## src/logic/sru_cfg.svh

```systemverilog
/*
  Constants of the secured register unlock block: key values, field
  positions, reset values and clock select codes.
  Assumes inclusion by bare name from every design file that needs them.
*/
`ifndef SRU_CFG_SVH
`define SRU_CFG_SVH

// release key field, low nibble of the clock and release register
`define SRU_REL_LSB 0
`define SRU_REL_MSB 3
`define SRU_KEY_CLEAR 4'h0
`define SRU_KEY1 4'h9
`define SRU_KEY2 4'h3
`define SRU_KEY3 4'h7
`define SRU_KEY3_BIT 2

// clock select field inside the clock and release register
`define SRU_CLKSEL_LSB 8
`define SRU_CLKSEL_MSB 9
`define SRU_CLK_BASIC 2'h0
`define SRU_CLK_SDD_PLL_ON 2'h1
`define SRU_CLK_SDD_PLL_OFF 2'h2

`define SRU_RST_VAL 16'h0000
`define SRU_NREG 5
`define SRU_WIN_LEN 4

`endif

```

## src/logic/sru_pkg.sv

```systemverilog
/*
  Types shared by both ends of the secured register unlock block.
  Assumes nothing beyond a SystemVerilog compiler.
*/
package sru_pkg;

  typedef enum logic [2:0] {
    SEL_SYSCFG = 3'h0,
    SEL_SLEEP = 3'h1,
    SEL_CLKREL = 3'h2,
    SEL_PERIPH = 3'h3,
    SEL_RSTCFG = 3'h4
  } sru_sel_t;

  typedef enum logic [1:0] {
    IC_MOVE = 2'h0,
    IC_RMW = 2'h1,
    IC_BIT = 2'h2
  } sru_iclass_t;

  typedef enum logic [1:0] {
    OP_READ = 2'h0,
    OP_WRITE = 2'h1,
    OP_END_OF_INIT_INSTR = 2'h2,
    OP_SECURE = 2'h3
  } sru_op_t;

  typedef enum logic [3:0] {
    KS_IDLE = 4'h1,
    KS_K1 = 4'h2,
    KS_K2 = 4'h4,
    KS_GRANT = 4'h8
  } sru_kst_t;

  typedef enum logic [6:0] {
    CS_IDLE = 7'h01,
    CS_RDW = 7'h02,
    CS_CLR = 7'h04,
    CS_K1 = 7'h08,
    CS_K2 = 7'h10,
    CS_K3 = 7'h20,
    CS_TGT = 7'h40
  } sru_cst_t;

  // bits under the mask take the new data, the rest keep the old value
  function automatic logic [15:0] sru_merge(
    input logic [15:0] old_v,
    input logic [15:0] new_v,
    input logic [15:0] mask
  );
    sru_merge = (old_v & ~mask) | (new_v & mask);
  endfunction

endpackage
```

## src/logic/sru_if.sv

```systemverilog
/*
  Link between the CPU end and the secured register bank.
  Assumes both ends run on the same clk_sys; one access per cycle.
*/
`timescale 1ns/1ps
interface sru_if;
  import sru_pkg::*;
  logic wr_vld;
  logic rd_vld;
  sru_sel_t sel;
  logic [15:0] wdata;
  logic [15:0] wmask;
  sru_iclass_t iclass;
  logic ext_lock;
  logic end_of_init_instr;
  logic [15:0] rdata;
  logic rack;
  logic blk;

  modport dev (
    input wr_vld, rd_vld, sel, wdata, wmask, iclass, ext_lock, end_of_init_instr,
    output rdata, rack, blk
  );
  modport cpu (
    output wr_vld, rd_vld, sel, wdata, wmask, iclass, ext_lock, end_of_init_instr,
    input rdata, rack, blk
  );
endinterface

```

## src/logic/sru_device.sv

```systemverilog
/*
  Secured system control register bank with write lock after the
  end-of-initialisation instruction and a three-step unlock sequence.
  Assumes the CPU end on sru_if presents at most one access per cycle
  and holds ext_lock high across its interrupt-locked window.
*/
`timescale 1ns/1ps
// Operation
// - after init only release field stays writable
// - reads always allowed, locked or not
// - step one: 1001B by read-modify-write
// - step two: 0011B by plain move
// - step three: 0111B by bit instruction
// - good sequence grants one write, then relock
// - keys and write inside four-instruction locked window
// - abort when locked window misses a step
// - main configuration register never unlocked
// - success clears field, failure keeps last value
// - clear field before an OR-type first step
// - exactly five registers are protected; the bank locks all five after init
// - clearing field bits outside window always accepted
// - clock select 01B slowdown PLL on, 00B basic
// - clock select 10B slowdown, PLL off
module sru_device (
  input wire logic clk_sys,
  input wire logic sys_rst,
  sru_if.dev bus,
  output logic locked,
  output logic unlock_open,
  output logic [15:0] sys_cfg,
  output logic [15:0] sleep_cfg,
  output logic [15:0] clkrel_cfg,
  output logic [15:0] periph_cfg,
  output logic [15:0] rst_cfg,
  output logic clk_basic,
  output logic clk_sdd_pll_on,
  output logic clk_sdd_pll_off
);
  import sru_pkg::*;
  `include "sru_cfg.svh"

  localparam int NREG = `SRU_NREG;

  logic [15:0] regs_ff [0:NREG-1];
  logic locked_ff;
  logic [15:0] rdata_ff;
  logic rack_ff;
  logic blk_ff;
  logic clk_basic_ff;
  logic clk_on_ff;
  logic clk_off_ff;
  logic grant;

  // selection of the addressed register
  wire logic [2:0] idx = bus.sel;
  wire logic sel_ok = idx <= 3'(SEL_RSTCFG);
  wire logic is_sys = bus.sel == SEL_SYSCFG;
  wire logic is_rel = bus.sel == SEL_CLKREL;
  wire logic [15:0] cur = sel_ok ? regs_ff[idx] : 16'h0000;
  wire logic [15:0] merged = sru_merge(cur, bus.wdata, bus.wmask);
  wire logic wr_ok = bus.wr_vld && sel_ok;

  // the main configuration register stays out of reach of the grant
  wire logic full_ok = !locked_ff || (grant && !is_sys && bus.ext_lock);
  wire logic consume = wr_ok && locked_ff && grant && !is_sys && bus.ext_lock;
  wire logic rel_only = wr_ok && is_rel && !full_ok;
  wire logic refused = (wr_ok && !full_ok && !is_rel) || (bus.wr_vld && !sel_ok);

  // value that lands in the addressed register
  wire logic [15:0] wr_val =
    (consume && is_rel) ? {merged[15:4], `SRU_KEY_CLEAR} :
    rel_only ? {cur[15:4], merged[`SRU_REL_MSB:`SRU_REL_LSB]} :
    merged;
  wire logic do_wr = wr_ok && (full_ok || rel_only);

  wire logic [1:0] clk_sel = regs_ff[SEL_CLKREL][`SRU_CLKSEL_MSB:`SRU_CLKSEL_LSB];

  sru_key_seq u_key_seq (
    .clk_sys(clk_sys),
    .sys_rst(sys_rst),
    .armed(locked_ff),
    .acc(wr_ok),
    .rel(is_rel),
    .iclass(bus.iclass),
    .key(merged[`SRU_REL_MSB:`SRU_REL_LSB]),
    .ext_lock(bus.ext_lock),
    .grant(grant)
  );

  // lock is one-way until the next system reset
  always_ff @(posedge clk_sys)
  begin
    if (sys_rst)
      locked_ff <= 1'b0;
    else if (bus.end_of_init_instr)
      locked_ff <= 1'b1;
  end

  always_ff @(posedge clk_sys)
  begin
    for (int i = 0; i < NREG; i++)
    begin
      if (sys_rst)
        regs_ff[i] <= `SRU_RST_VAL;
      else if (do_wr && idx == 3'(i))
        regs_ff[i] <= wr_val;
      else if (consume && i == int'(SEL_CLKREL))
        regs_ff[i][`SRU_REL_MSB:`SRU_REL_LSB] <= `SRU_KEY_CLEAR;
    end
  end

  // reads never wait on the lock or the key state
  always_ff @(posedge clk_sys)
  begin
    if (sys_rst)
    begin
      rdata_ff <= 16'h0000;
      rack_ff <= 1'b0;
    end
    else
    begin
      rack_ff <= bus.rd_vld;
      if (bus.rd_vld)
        rdata_ff <= cur;
    end
  end

  always_ff @(posedge clk_sys)
  begin
    if (sys_rst)
      blk_ff <= 1'b0;
    else
      blk_ff <= refused;
  end

  // decoded clock mode, one cycle behind the register
  always_ff @(posedge clk_sys)
  begin
    if (sys_rst)
    begin
      clk_basic_ff <= 1'b1;
      clk_on_ff <= 1'b0;
      clk_off_ff <= 1'b0;
    end
    else
    begin
      clk_basic_ff <= clk_sel == `SRU_CLK_BASIC;
      clk_on_ff <= clk_sel == `SRU_CLK_SDD_PLL_ON;
      clk_off_ff <= clk_sel == `SRU_CLK_SDD_PLL_OFF;
    end
  end

  assign bus.rdata = rdata_ff;
  assign bus.rack = rack_ff;
  assign bus.blk = blk_ff;
  assign locked = locked_ff;
  // grant is decoded from the key tracker's state flop
  assign unlock_open = grant;
  assign sys_cfg = regs_ff[SEL_SYSCFG];
  assign sleep_cfg = regs_ff[SEL_SLEEP];
  assign clkrel_cfg = regs_ff[SEL_CLKREL];
  assign periph_cfg = regs_ff[SEL_PERIPH];
  assign rst_cfg = regs_ff[SEL_RSTCFG];
  assign clk_basic = clk_basic_ff;
  assign clk_sdd_pll_on = clk_on_ff;
  assign clk_sdd_pll_off = clk_off_ff;
endmodule

```

## src/logic/sru_key_seq.sv

```systemverilog
/*
  Three-step key tracker; raises grant for one secured write.
  Assumes acc is a one-cycle write strobe and key is the release nibble
  that the write would leave behind.
*/
`timescale 1ns/1ps
module sru_key_seq (
  input wire logic clk_sys,
  input wire logic sys_rst,
  input wire logic armed,
  input wire logic acc,
  input wire logic rel,
  input wire sru_pkg::sru_iclass_t iclass,
  input wire logic [3:0] key,
  input wire logic ext_lock,
  output logic grant
);
  import sru_pkg::*;
  `include "sru_cfg.svh"

  sru_kst_t st_ff;
  sru_kst_t nxt_st;

  wire logic step1 = acc && rel && iclass == IC_RMW && key == `SRU_KEY1;
  wire logic step2 = acc && rel && iclass == IC_MOVE && key == `SRU_KEY2;
  wire logic step3 = acc && rel && iclass == IC_BIT && key == `SRU_KEY3;

  always_comb
  begin
    nxt_st = st_ff;
    case (st_ff)
      KS_IDLE:
      begin
        if (armed && ext_lock && step1)
          nxt_st = KS_K1;
      end
      KS_K1:
      begin
        // leaving the locked window or any other write to a mapped register cancels
        if (!ext_lock)
          nxt_st = KS_IDLE;
        else if (acc)
          nxt_st = step2 ? KS_K2 : KS_IDLE;
      end
      KS_K2:
      begin
        if (!ext_lock)
          nxt_st = KS_IDLE;
        else if (acc)
          nxt_st = step3 ? KS_GRANT : KS_IDLE;
      end
      KS_GRANT:
      begin
        // any single write to a mapped register uses the grant up, good or refused
        if (!ext_lock || acc)
          nxt_st = KS_IDLE;
      end
      default:
        nxt_st = KS_IDLE;
    endcase
  end

  always_ff @(posedge clk_sys)
  begin
    if (sys_rst)
      st_ff <= KS_IDLE;
    else
      st_ff <= nxt_st;
  end

  assign grant = st_ff == KS_GRANT;
endmodule

```

## src/flat_wrapper.sv

```systemverilog
// flat-port wrapper written by rule: the top's interface ports become plain ports
module sru_device_flat import sru_pkg::*;
  (clk_sys, sys_rst, locked, unlock_open, sys_cfg, sleep_cfg, clkrel_cfg, periph_cfg, rst_cfg, clk_basic, clk_sdd_pll_on, clk_sdd_pll_off, bus_wr_vld, bus_rd_vld, bus_sel, bus_wdata, bus_wmask, bus_iclass, bus_ext_lock, bus_end_of_init_instr, bus_rdata, bus_rack, bus_blk);
  sru_if bus_i ();
  input wire logic clk_sys;
  input wire logic sys_rst;
  output logic locked;
  output logic unlock_open;
  output logic [15:0] sys_cfg;
  output logic [15:0] sleep_cfg;
  output logic [15:0] clkrel_cfg;
  output logic [15:0] periph_cfg;
  output logic [15:0] rst_cfg;
  output logic clk_basic;
  output logic clk_sdd_pll_on;
  output logic clk_sdd_pll_off;
  input wire logic [$bits(bus_i.wr_vld)-1:0] bus_wr_vld;
  input wire logic [$bits(bus_i.rd_vld)-1:0] bus_rd_vld;
  input wire logic [$bits(bus_i.sel)-1:0] bus_sel;
  input wire logic [$bits(bus_i.wdata)-1:0] bus_wdata;
  input wire logic [$bits(bus_i.wmask)-1:0] bus_wmask;
  input wire logic [$bits(bus_i.iclass)-1:0] bus_iclass;
  input wire logic [$bits(bus_i.ext_lock)-1:0] bus_ext_lock;
  input wire logic [$bits(bus_i.end_of_init_instr)-1:0] bus_end_of_init_instr;
  output wire logic [$bits(bus_i.rdata)-1:0] bus_rdata;
  output wire logic [$bits(bus_i.rack)-1:0] bus_rack;
  output wire logic [$bits(bus_i.blk)-1:0] bus_blk;
  assign bus_i.wr_vld = bus_wr_vld;
  assign bus_i.rd_vld = bus_rd_vld;
  assign bus_i.sel = bus_sel;
  assign bus_i.wdata = bus_wdata;
  assign bus_i.wmask = bus_wmask;
  assign bus_i.iclass = bus_iclass;
  assign bus_i.ext_lock = bus_ext_lock;
  assign bus_i.end_of_init_instr = bus_end_of_init_instr;
  assign bus_rdata = bus_i.rdata;
  assign bus_rack = bus_i.rack;
  assign bus_blk = bus_i.blk;
  sru_device u_core (.clk_sys(clk_sys), .sys_rst(sys_rst), .bus(bus_i), .locked(locked), .unlock_open(unlock_open), .sys_cfg(sys_cfg), .sleep_cfg(sleep_cfg), .clkrel_cfg(clkrel_cfg), .periph_cfg(periph_cfg), .rst_cfg(rst_cfg), .clk_basic(clk_basic), .clk_sdd_pll_on(clk_sdd_pll_on), .clk_sdd_pll_off(clk_sdd_pll_off));
endmodule
```

## config.mk

```make
export PLATFORM = sky130hd
export DESIGN_NAME = sru_device_flat
export DESIGN_NICKNAME = d
export VERILOG_FILES = /design/src/logic/sru_pkg.sv /design/src/logic/sru_if.sv /design/src/logic/sru_device.sv /design/src/logic/sru_key_seq.sv /design/src/flat_wrapper.sv
export VERILOG_INCLUDE_DIRS = /design/src /design/src/logic
export SDC_FILE = /design/constraint.sdc
export NUM_CORES = 1
export LEC_CHECK = 0
export BUFFER_PORTS_ARGS = -buffer_cell sky130_fd_sc_hd__buf_4
export CORE_ASPECT_RATIO = 0.9
export CORE_UTILIZATION = 51
export DETAILED_ROUTE_END_ITERATION = 7
export PLACE_DENSITY_LB_ADDON = 0.05
export RECOVER_POWER = 50
export SYNTH_ARGS = -nofsm -noshare
export SYNTH_HDL_FRONTEND = slang
export SYNTH_SLANG_ARGS = --single-unit
```

## constraint.sdc

```tcl
create_clock -name clk_sys -period 5.6 [get_ports clk_sys]
set_input_delay 0.56 -clock clk_sys [delete_from_list [all_inputs] [get_ports clk_sys]]
set_output_delay 0.56 -clock clk_sys [all_outputs]
set_load 0.005 [all_outputs]
```

Yosys cells after proc, flatten, opt, wreduce, memory -nomap -nowiden
Memory sizes are Yosys's and may differ from the RTL's. Index checks and enable logic that the tools add are counted.

Flip-flop bits (word level): 26. Memory bits (writable): 80. Input port bits: 43. Output and inout bits: 103. Memories kept: 1.

Memory list: u_core.regs_ff (depth 5, width 16, rd ports 6, clocked after memory_dff 0, wr ports 5, line sru_device.sv:44) `logic [15:0] regs_ff [0:NREG-1];`.

$lt $le $gt $ge: 1. Equal/unequal tests: 19. Muxes and demuxes: 39. Bitwise gates (word level): 10. Reductions and logical operators: 41.

Operators with widths (number): $mux 16 (8); $and 16x16->16 (2); $mux 4 (8); $logic_and 1x1->1 (27); $mux 1 (21); $not 16->16 (1); $or 16x16->16 (1); $pmux 4 s4 (1); $eq 4x2->1 const B (2); $eq 4x3->1 const B (2); $eq 4x4->1 const B (2); $eq 3x2->1 const B (2); $logic_not 1->1 (6); $ne 3x3->1 const B (2); $or 1x1->1 (6); $eq 2x1->1 const B (2); $eq 2x2->1 const B (2); $eq 4x1->1 const B (1); $logic_not 2->1 (2); $logic_or 1x1->1 (4); $ne 2x2->1 const B (2); $reduce_and 4->1 (1); $eq 3x1->1 const B (1); $eq 3x3->1 const B (1); 3 further kinds (3).

Longest topological paths before layout
Depth in word-level cells: 15. Mapped depth: 8. Gate-level depth less buffers: 6.

Modules after synthesis
From an unflattened synthesis, not the netlist that was laid out.

Cell total of the unflattened synthesis: 452. Area total of the unflattened synthesis: 5141.2 um^2.

By module, submodules not included: sru_device (times used 1, cells an instance 418, area each 4862.2 um^2); sru_key_seq (times used 1, cells an instance 34, area each 279.0 um^2).

Worst setup path after synthesis
OpenSTA, ideal clock, no wires.

Kind: register -> register. From: register u_core.u_key_seq.st_ff[1]. To: memory u_core.regs_ff[3][0], enable pin. Data arrival time: 2297 ps. Data required time: 5189 ps. Slack: 2892 ps. Cell stages (with the launch flop): 5. Period minus slack after synthesis: 2708 ps. Cell sequence: dfxtp_1 nor4b_2 nand2_1 a21o_1 o21ai_0.

RTL lines: start, declared (line sru_key_seq.sv:21) `sru_kst_t st_ff;`; start signal, assigned (line sru_key_seq.sv:68) `st_ff <= nxt_st;`; end, declared (line sru_device.sv:44).

Worst setup path after layout
From: input port bus_sel[1]. To: register u_core.u_key_seq.st_ff[2].

Word-level cells in the longest chain between the ends: 10. Elaborated cells between the ends (all ways): 25. Those cells by class: 1 x order compare; 7 x eq/ne; 5 x mux; 2 x bitwise; 9 x reduce/logical; 1 x memory.

Ends and longest elaborated chain: start, declared (line flat_wrapper.sv:19) `input wire logic [$bits(bus_i.sel)-1:0] bus_sel;`; $le 3x3->1 / $mem_v2 5x16 (equally long branches); $mux 16 (line sru_device.sv:59) `wire logic [15:0] cur = sel_ok ? regs_ff[idx] : 16'h0000;`; $and 16x16->16 (line sru_pkg.sv:51) `sru_merge = (old_v & ~mask) | (new_v & mask);`; $or 16x16->16 (line sru_pkg.sv:51); $eq 4x2->1 (no line); $logic_and 1x1->1 (no line); $mux 3 (line sru_key_seq.sv:43) `nxt_st = step2 ? KS_K2 : KS_IDLE;`; $mux 4 (line sru_key_seq.sv:42) `else if (acc)`; $mux 4 (line sru_key_seq.sv:40) `if (!ext_lock)`; $pmux 4 s4 (line sru_key_seq.sv:31) `case (st_ff)`.

Several ways; a longest one is shown, not always the timed one. The select of a mux whose other input is x is not followed. A chain may end at the register's enable or synchronous reset.

==> impl_metrics.csv <==
group,metric,value,unit
timing,hold_viol,0,
logic_synthesis,synth_area_leaders,"edfxtp_1 (50%), dfxtp_1 (11%), nor2_1 (8.1%)",
floorplan,die_area,0.00986,sq mm
logic_synthesis,yosys_warnings,0,
grt,grt_max_degree,33,
hold_path,min_path_type,"in2reg",
routing,avgViaCountPerCell,5.69,
routing,drc,0,
critical_path,cp.arrival,4.17,ns
logic_synthesis,synth_ff_type,"edfxtp_1",
cts,cts_hold_buf,0,
logic_synthesis,synth-seq-area-share,60.5,%
logic_synthesis,synth_area,0.00483,sq mm
floorplan,core-area,0.00917,sq mm
cts,clk_path_buf_depth,2,
hold_path,whs_path_depth,3,
power_and_ir_drop,peakVddDrop,152,uV
cts,post-cts-setup-buffers,0,
cts,cts.sinks,106,
cts,cts_root_buf,"clkbuf_8",
critical_path,crit_path_end_kind,"register",
layout,nets,588,
layout,ff_latch_area,0.00292,sq mm
critical_path,ff2ff_path_depth,6,
floorplan,io_pins,146,
cts,cts_buffers,9,
logic_synthesis,synth-edff-count,80,
grt,overflow,0,
status,violations,"max-capacitance violations, max-slew violations",
critical_path,startpoint_type,"input pin",
critical_path,path_class,"in2reg",
critical_path,rrSetupSlack,2.88,ns
routing,routed_wl,13500,um
layout,antenna_cells,0,
layout,fin_cells,672,
logic_synthesis,ys_seq_elements,106,
place,dpl.cell_count,656,
place,place_congestion,0.919,
timing,finalSetupViolations,0,
logic_synthesis,synth_most_common_cell,"nor2_1",
logic_synthesis,synthArstFlopShare,0,%
floorplan,die_x,105,um
logic_synthesis,avgSynthCellArea,11.7,sq um
layout,nFillCells,753,
cts,htree_levels,3,
timing,tns,0,ns
cts,clk_latency,0.38,ns
logic_synthesis,yosysTopAreaCell,"edfxtp_1",
timing,fmax,252,MHz
layout,finish.utilization,66.8,%
critical_path,cp.required,5.80,ns
routing,drtPass1Iterations,6,
routing,drtIter0Drc,405,
layout,area_growth,26.8,%
logic_synthesis,ys_types,45,
logic_synthesis,synthCells,411,
critical_path,worstReg2RegEnd,"u_core.regs_ff[1][4]",
timing,finalCriticalPeriod,3.98,ns
critical_path,crit_fanout,28,
power_and_ir_drop,p_per_area,257,mW/mm^2
layout,multi_input_area,0.00172,sq mm
power_and_ir_drop,leakage,2.50,nW
routing,ant_nets,0,
grt,antenna_found_initial,0,
routing,wl_per_cell,20.1,um
timing,period_share,71.0,%
grt,grt_first_pass_wirelength,20100,um
hold_path,whs_endpoint,"u_core.locked",
logic_synthesis,ys_top_cells_by_count,"nor2_1 (104), edfxtp_1 (80), nand2_1 (33), dfxtp_1 (26), mux2_2 (18)",
floorplan,initial_utilization,52.7,%
floorplan,rows,33,
layout,final_layout_size_suffix_gt1_share,34.9,%
cts,clk_pin_slew,0.10,ns
grt,grt_pass1_vias,3612,
place,portBuffers,145,
floorplan,die_y,94.3,um
logic_synthesis,synth_top_area_share,49.8,%
hold_path,worstHoldStart,"bus_end_of_init_instr",
critical_path,reg2reg_from,"u_core.u_key_seq.st_ff[1]",
timing,finClkSkew,0.0147,ns
place,dpl.hpwl,9450,um
timing,slew_headroom,-49.5,%
timing,worst_pin_slew,2.24,ns
job,maxCapViolations,1,
status,status,"finished, violations left",
timing,rsz0062_at_grt,"false",
grt,grt_use_total,27.9,%
routing,vias,3824,
logic_synthesis,syn_nets,454,
cts,cts_tree,"built",
timing,finalMaxSlewViolations,18,
cts,cts_resized,0,
==> per-stage QoR <==
stage / setup WS [ns] / cell area [sq um] / hold slack, ns / power (mW)
floorplan: 2.89 / 4830 / 0.476 / 1.03
global placement: 2.71 / 5970 / 0.476 / 1.14
detailed placement: 2.61 / 5970 / 0.479 / 1.15
CTS: 2.99 / 6160 / 0.392 / 1.58
global route: 1.45 / 6120 / 0.410 / 1.63
finish: 1.62 / 6120 / 0.396 / 1.57
==> worst max path at each step <==
stage | end | slack, ns | start | depth (start not counted)
final | u_core.u_key_seq.st_ff[2] | 1.62 | bus_sel[1] | 7
after global routing | u_core.u_key_seq.st_ff[2] | 1.45 | bus_sel[1] | 7
after CTS | u_core.u_key_seq.st_ff[0] | 2.99 | bus_sel[1] | 7
after detailed placement | u_core.u_key_seq.st_ff[0] | 2.61 | bus_sel[1] | 7
after global placement | u_core.u_key_seq.st_ff[0] | 2.71 | bus_sel[1] | 7
after floorplan | u_core.regs_ff[3][0] | 2.89 | u_core.u_key_seq.st_ff[1] | 4
==> kinds of logic after synthesis <==
| group | share of synthesized area [%] |
|---|---|
| multiplexers | 11.2 |
| AO/OA/AOI/OAI | 8.50 |
| XOR/XNOR | 0.181 |
| buffers and inverters | 3.45 |
| flip-flops | 60.5 |
| AND/OR/NAND/NOR | 16.1 |
==> registers in the layout, summed over array words and instances, names as in the netlist <==
| name | count |
|---|---|
| u_core.clk_sdd_pll_off | 1 |
| u_core.clk_basic | 1 |
| u_core.regs_ff | 80 |
| u_core.locked | 1 |
| u_core.bus.blk | 1 |
| u_core.bus.rdata | 16 |
| u_core.bus.rack | 1 |
| u_core.u_key_seq.st_ff | 4 |
| u_core.clk_sdd_pll_on | 1 |
==> report_power, final <==
group          switching (mW)  internal, mW  leakage [nW]
Sequential             0.0244         0.881          1.05
Clock                   0.281         0.170        0.0937
Combinational           0.114         0.103          1.36
==> placed cells by master (no fill, tap or decap), drive strengths merged, types with 7 or more instances in the layout <==
cell type / Yosys / layout
a211oi: 15 / 15
a22oi: 14 / 14
buf: 10 / 41
clkbuf: 13 / 114
dfxtp: 26 / 26
edfxtp: 80 / 80
inv: 16 / 20
mux2: 18 / 18
mux2i: 7 / 7
mux4: 12 / 12
nand2: 33 / 33
nor2: 104 / 104
nor2b: 8 / 8
==> worst max-delay path: stages <==
cell and delay (ns):
buf_4 0.24, nor3b_1 1.76, a222oi_1 0.49, mux2_2 0.42
or3_4 0.41, o211ai_1 0.17, a21oi_1 0.09
==> cell type report <==
cell class | count | area share [%]
Multi-Input combinational cell | 266 | 28.2
Tap cell | 122 | 2.49
Clock buffer | 9 | 2.02
Clock inverter | 7 | 1.00
Sequential cell | 106 | 47.7
Inverter | 16 | 0.981
Timing Repair Buffer | 146 | 17.6
==> routing by layer <==
metal,track usage [%],part of all wire (%),wire (um),vias up
met5,0,0,0,-
met1,39.5,44,5930,1826
met2,41.9,44,6000,219
met3,7.07,9.7,1310,25
met4,9.05,1.8,239,0
li1,-,-,-,1754
No activity file was read; power rests on OpenSTA's default activity.
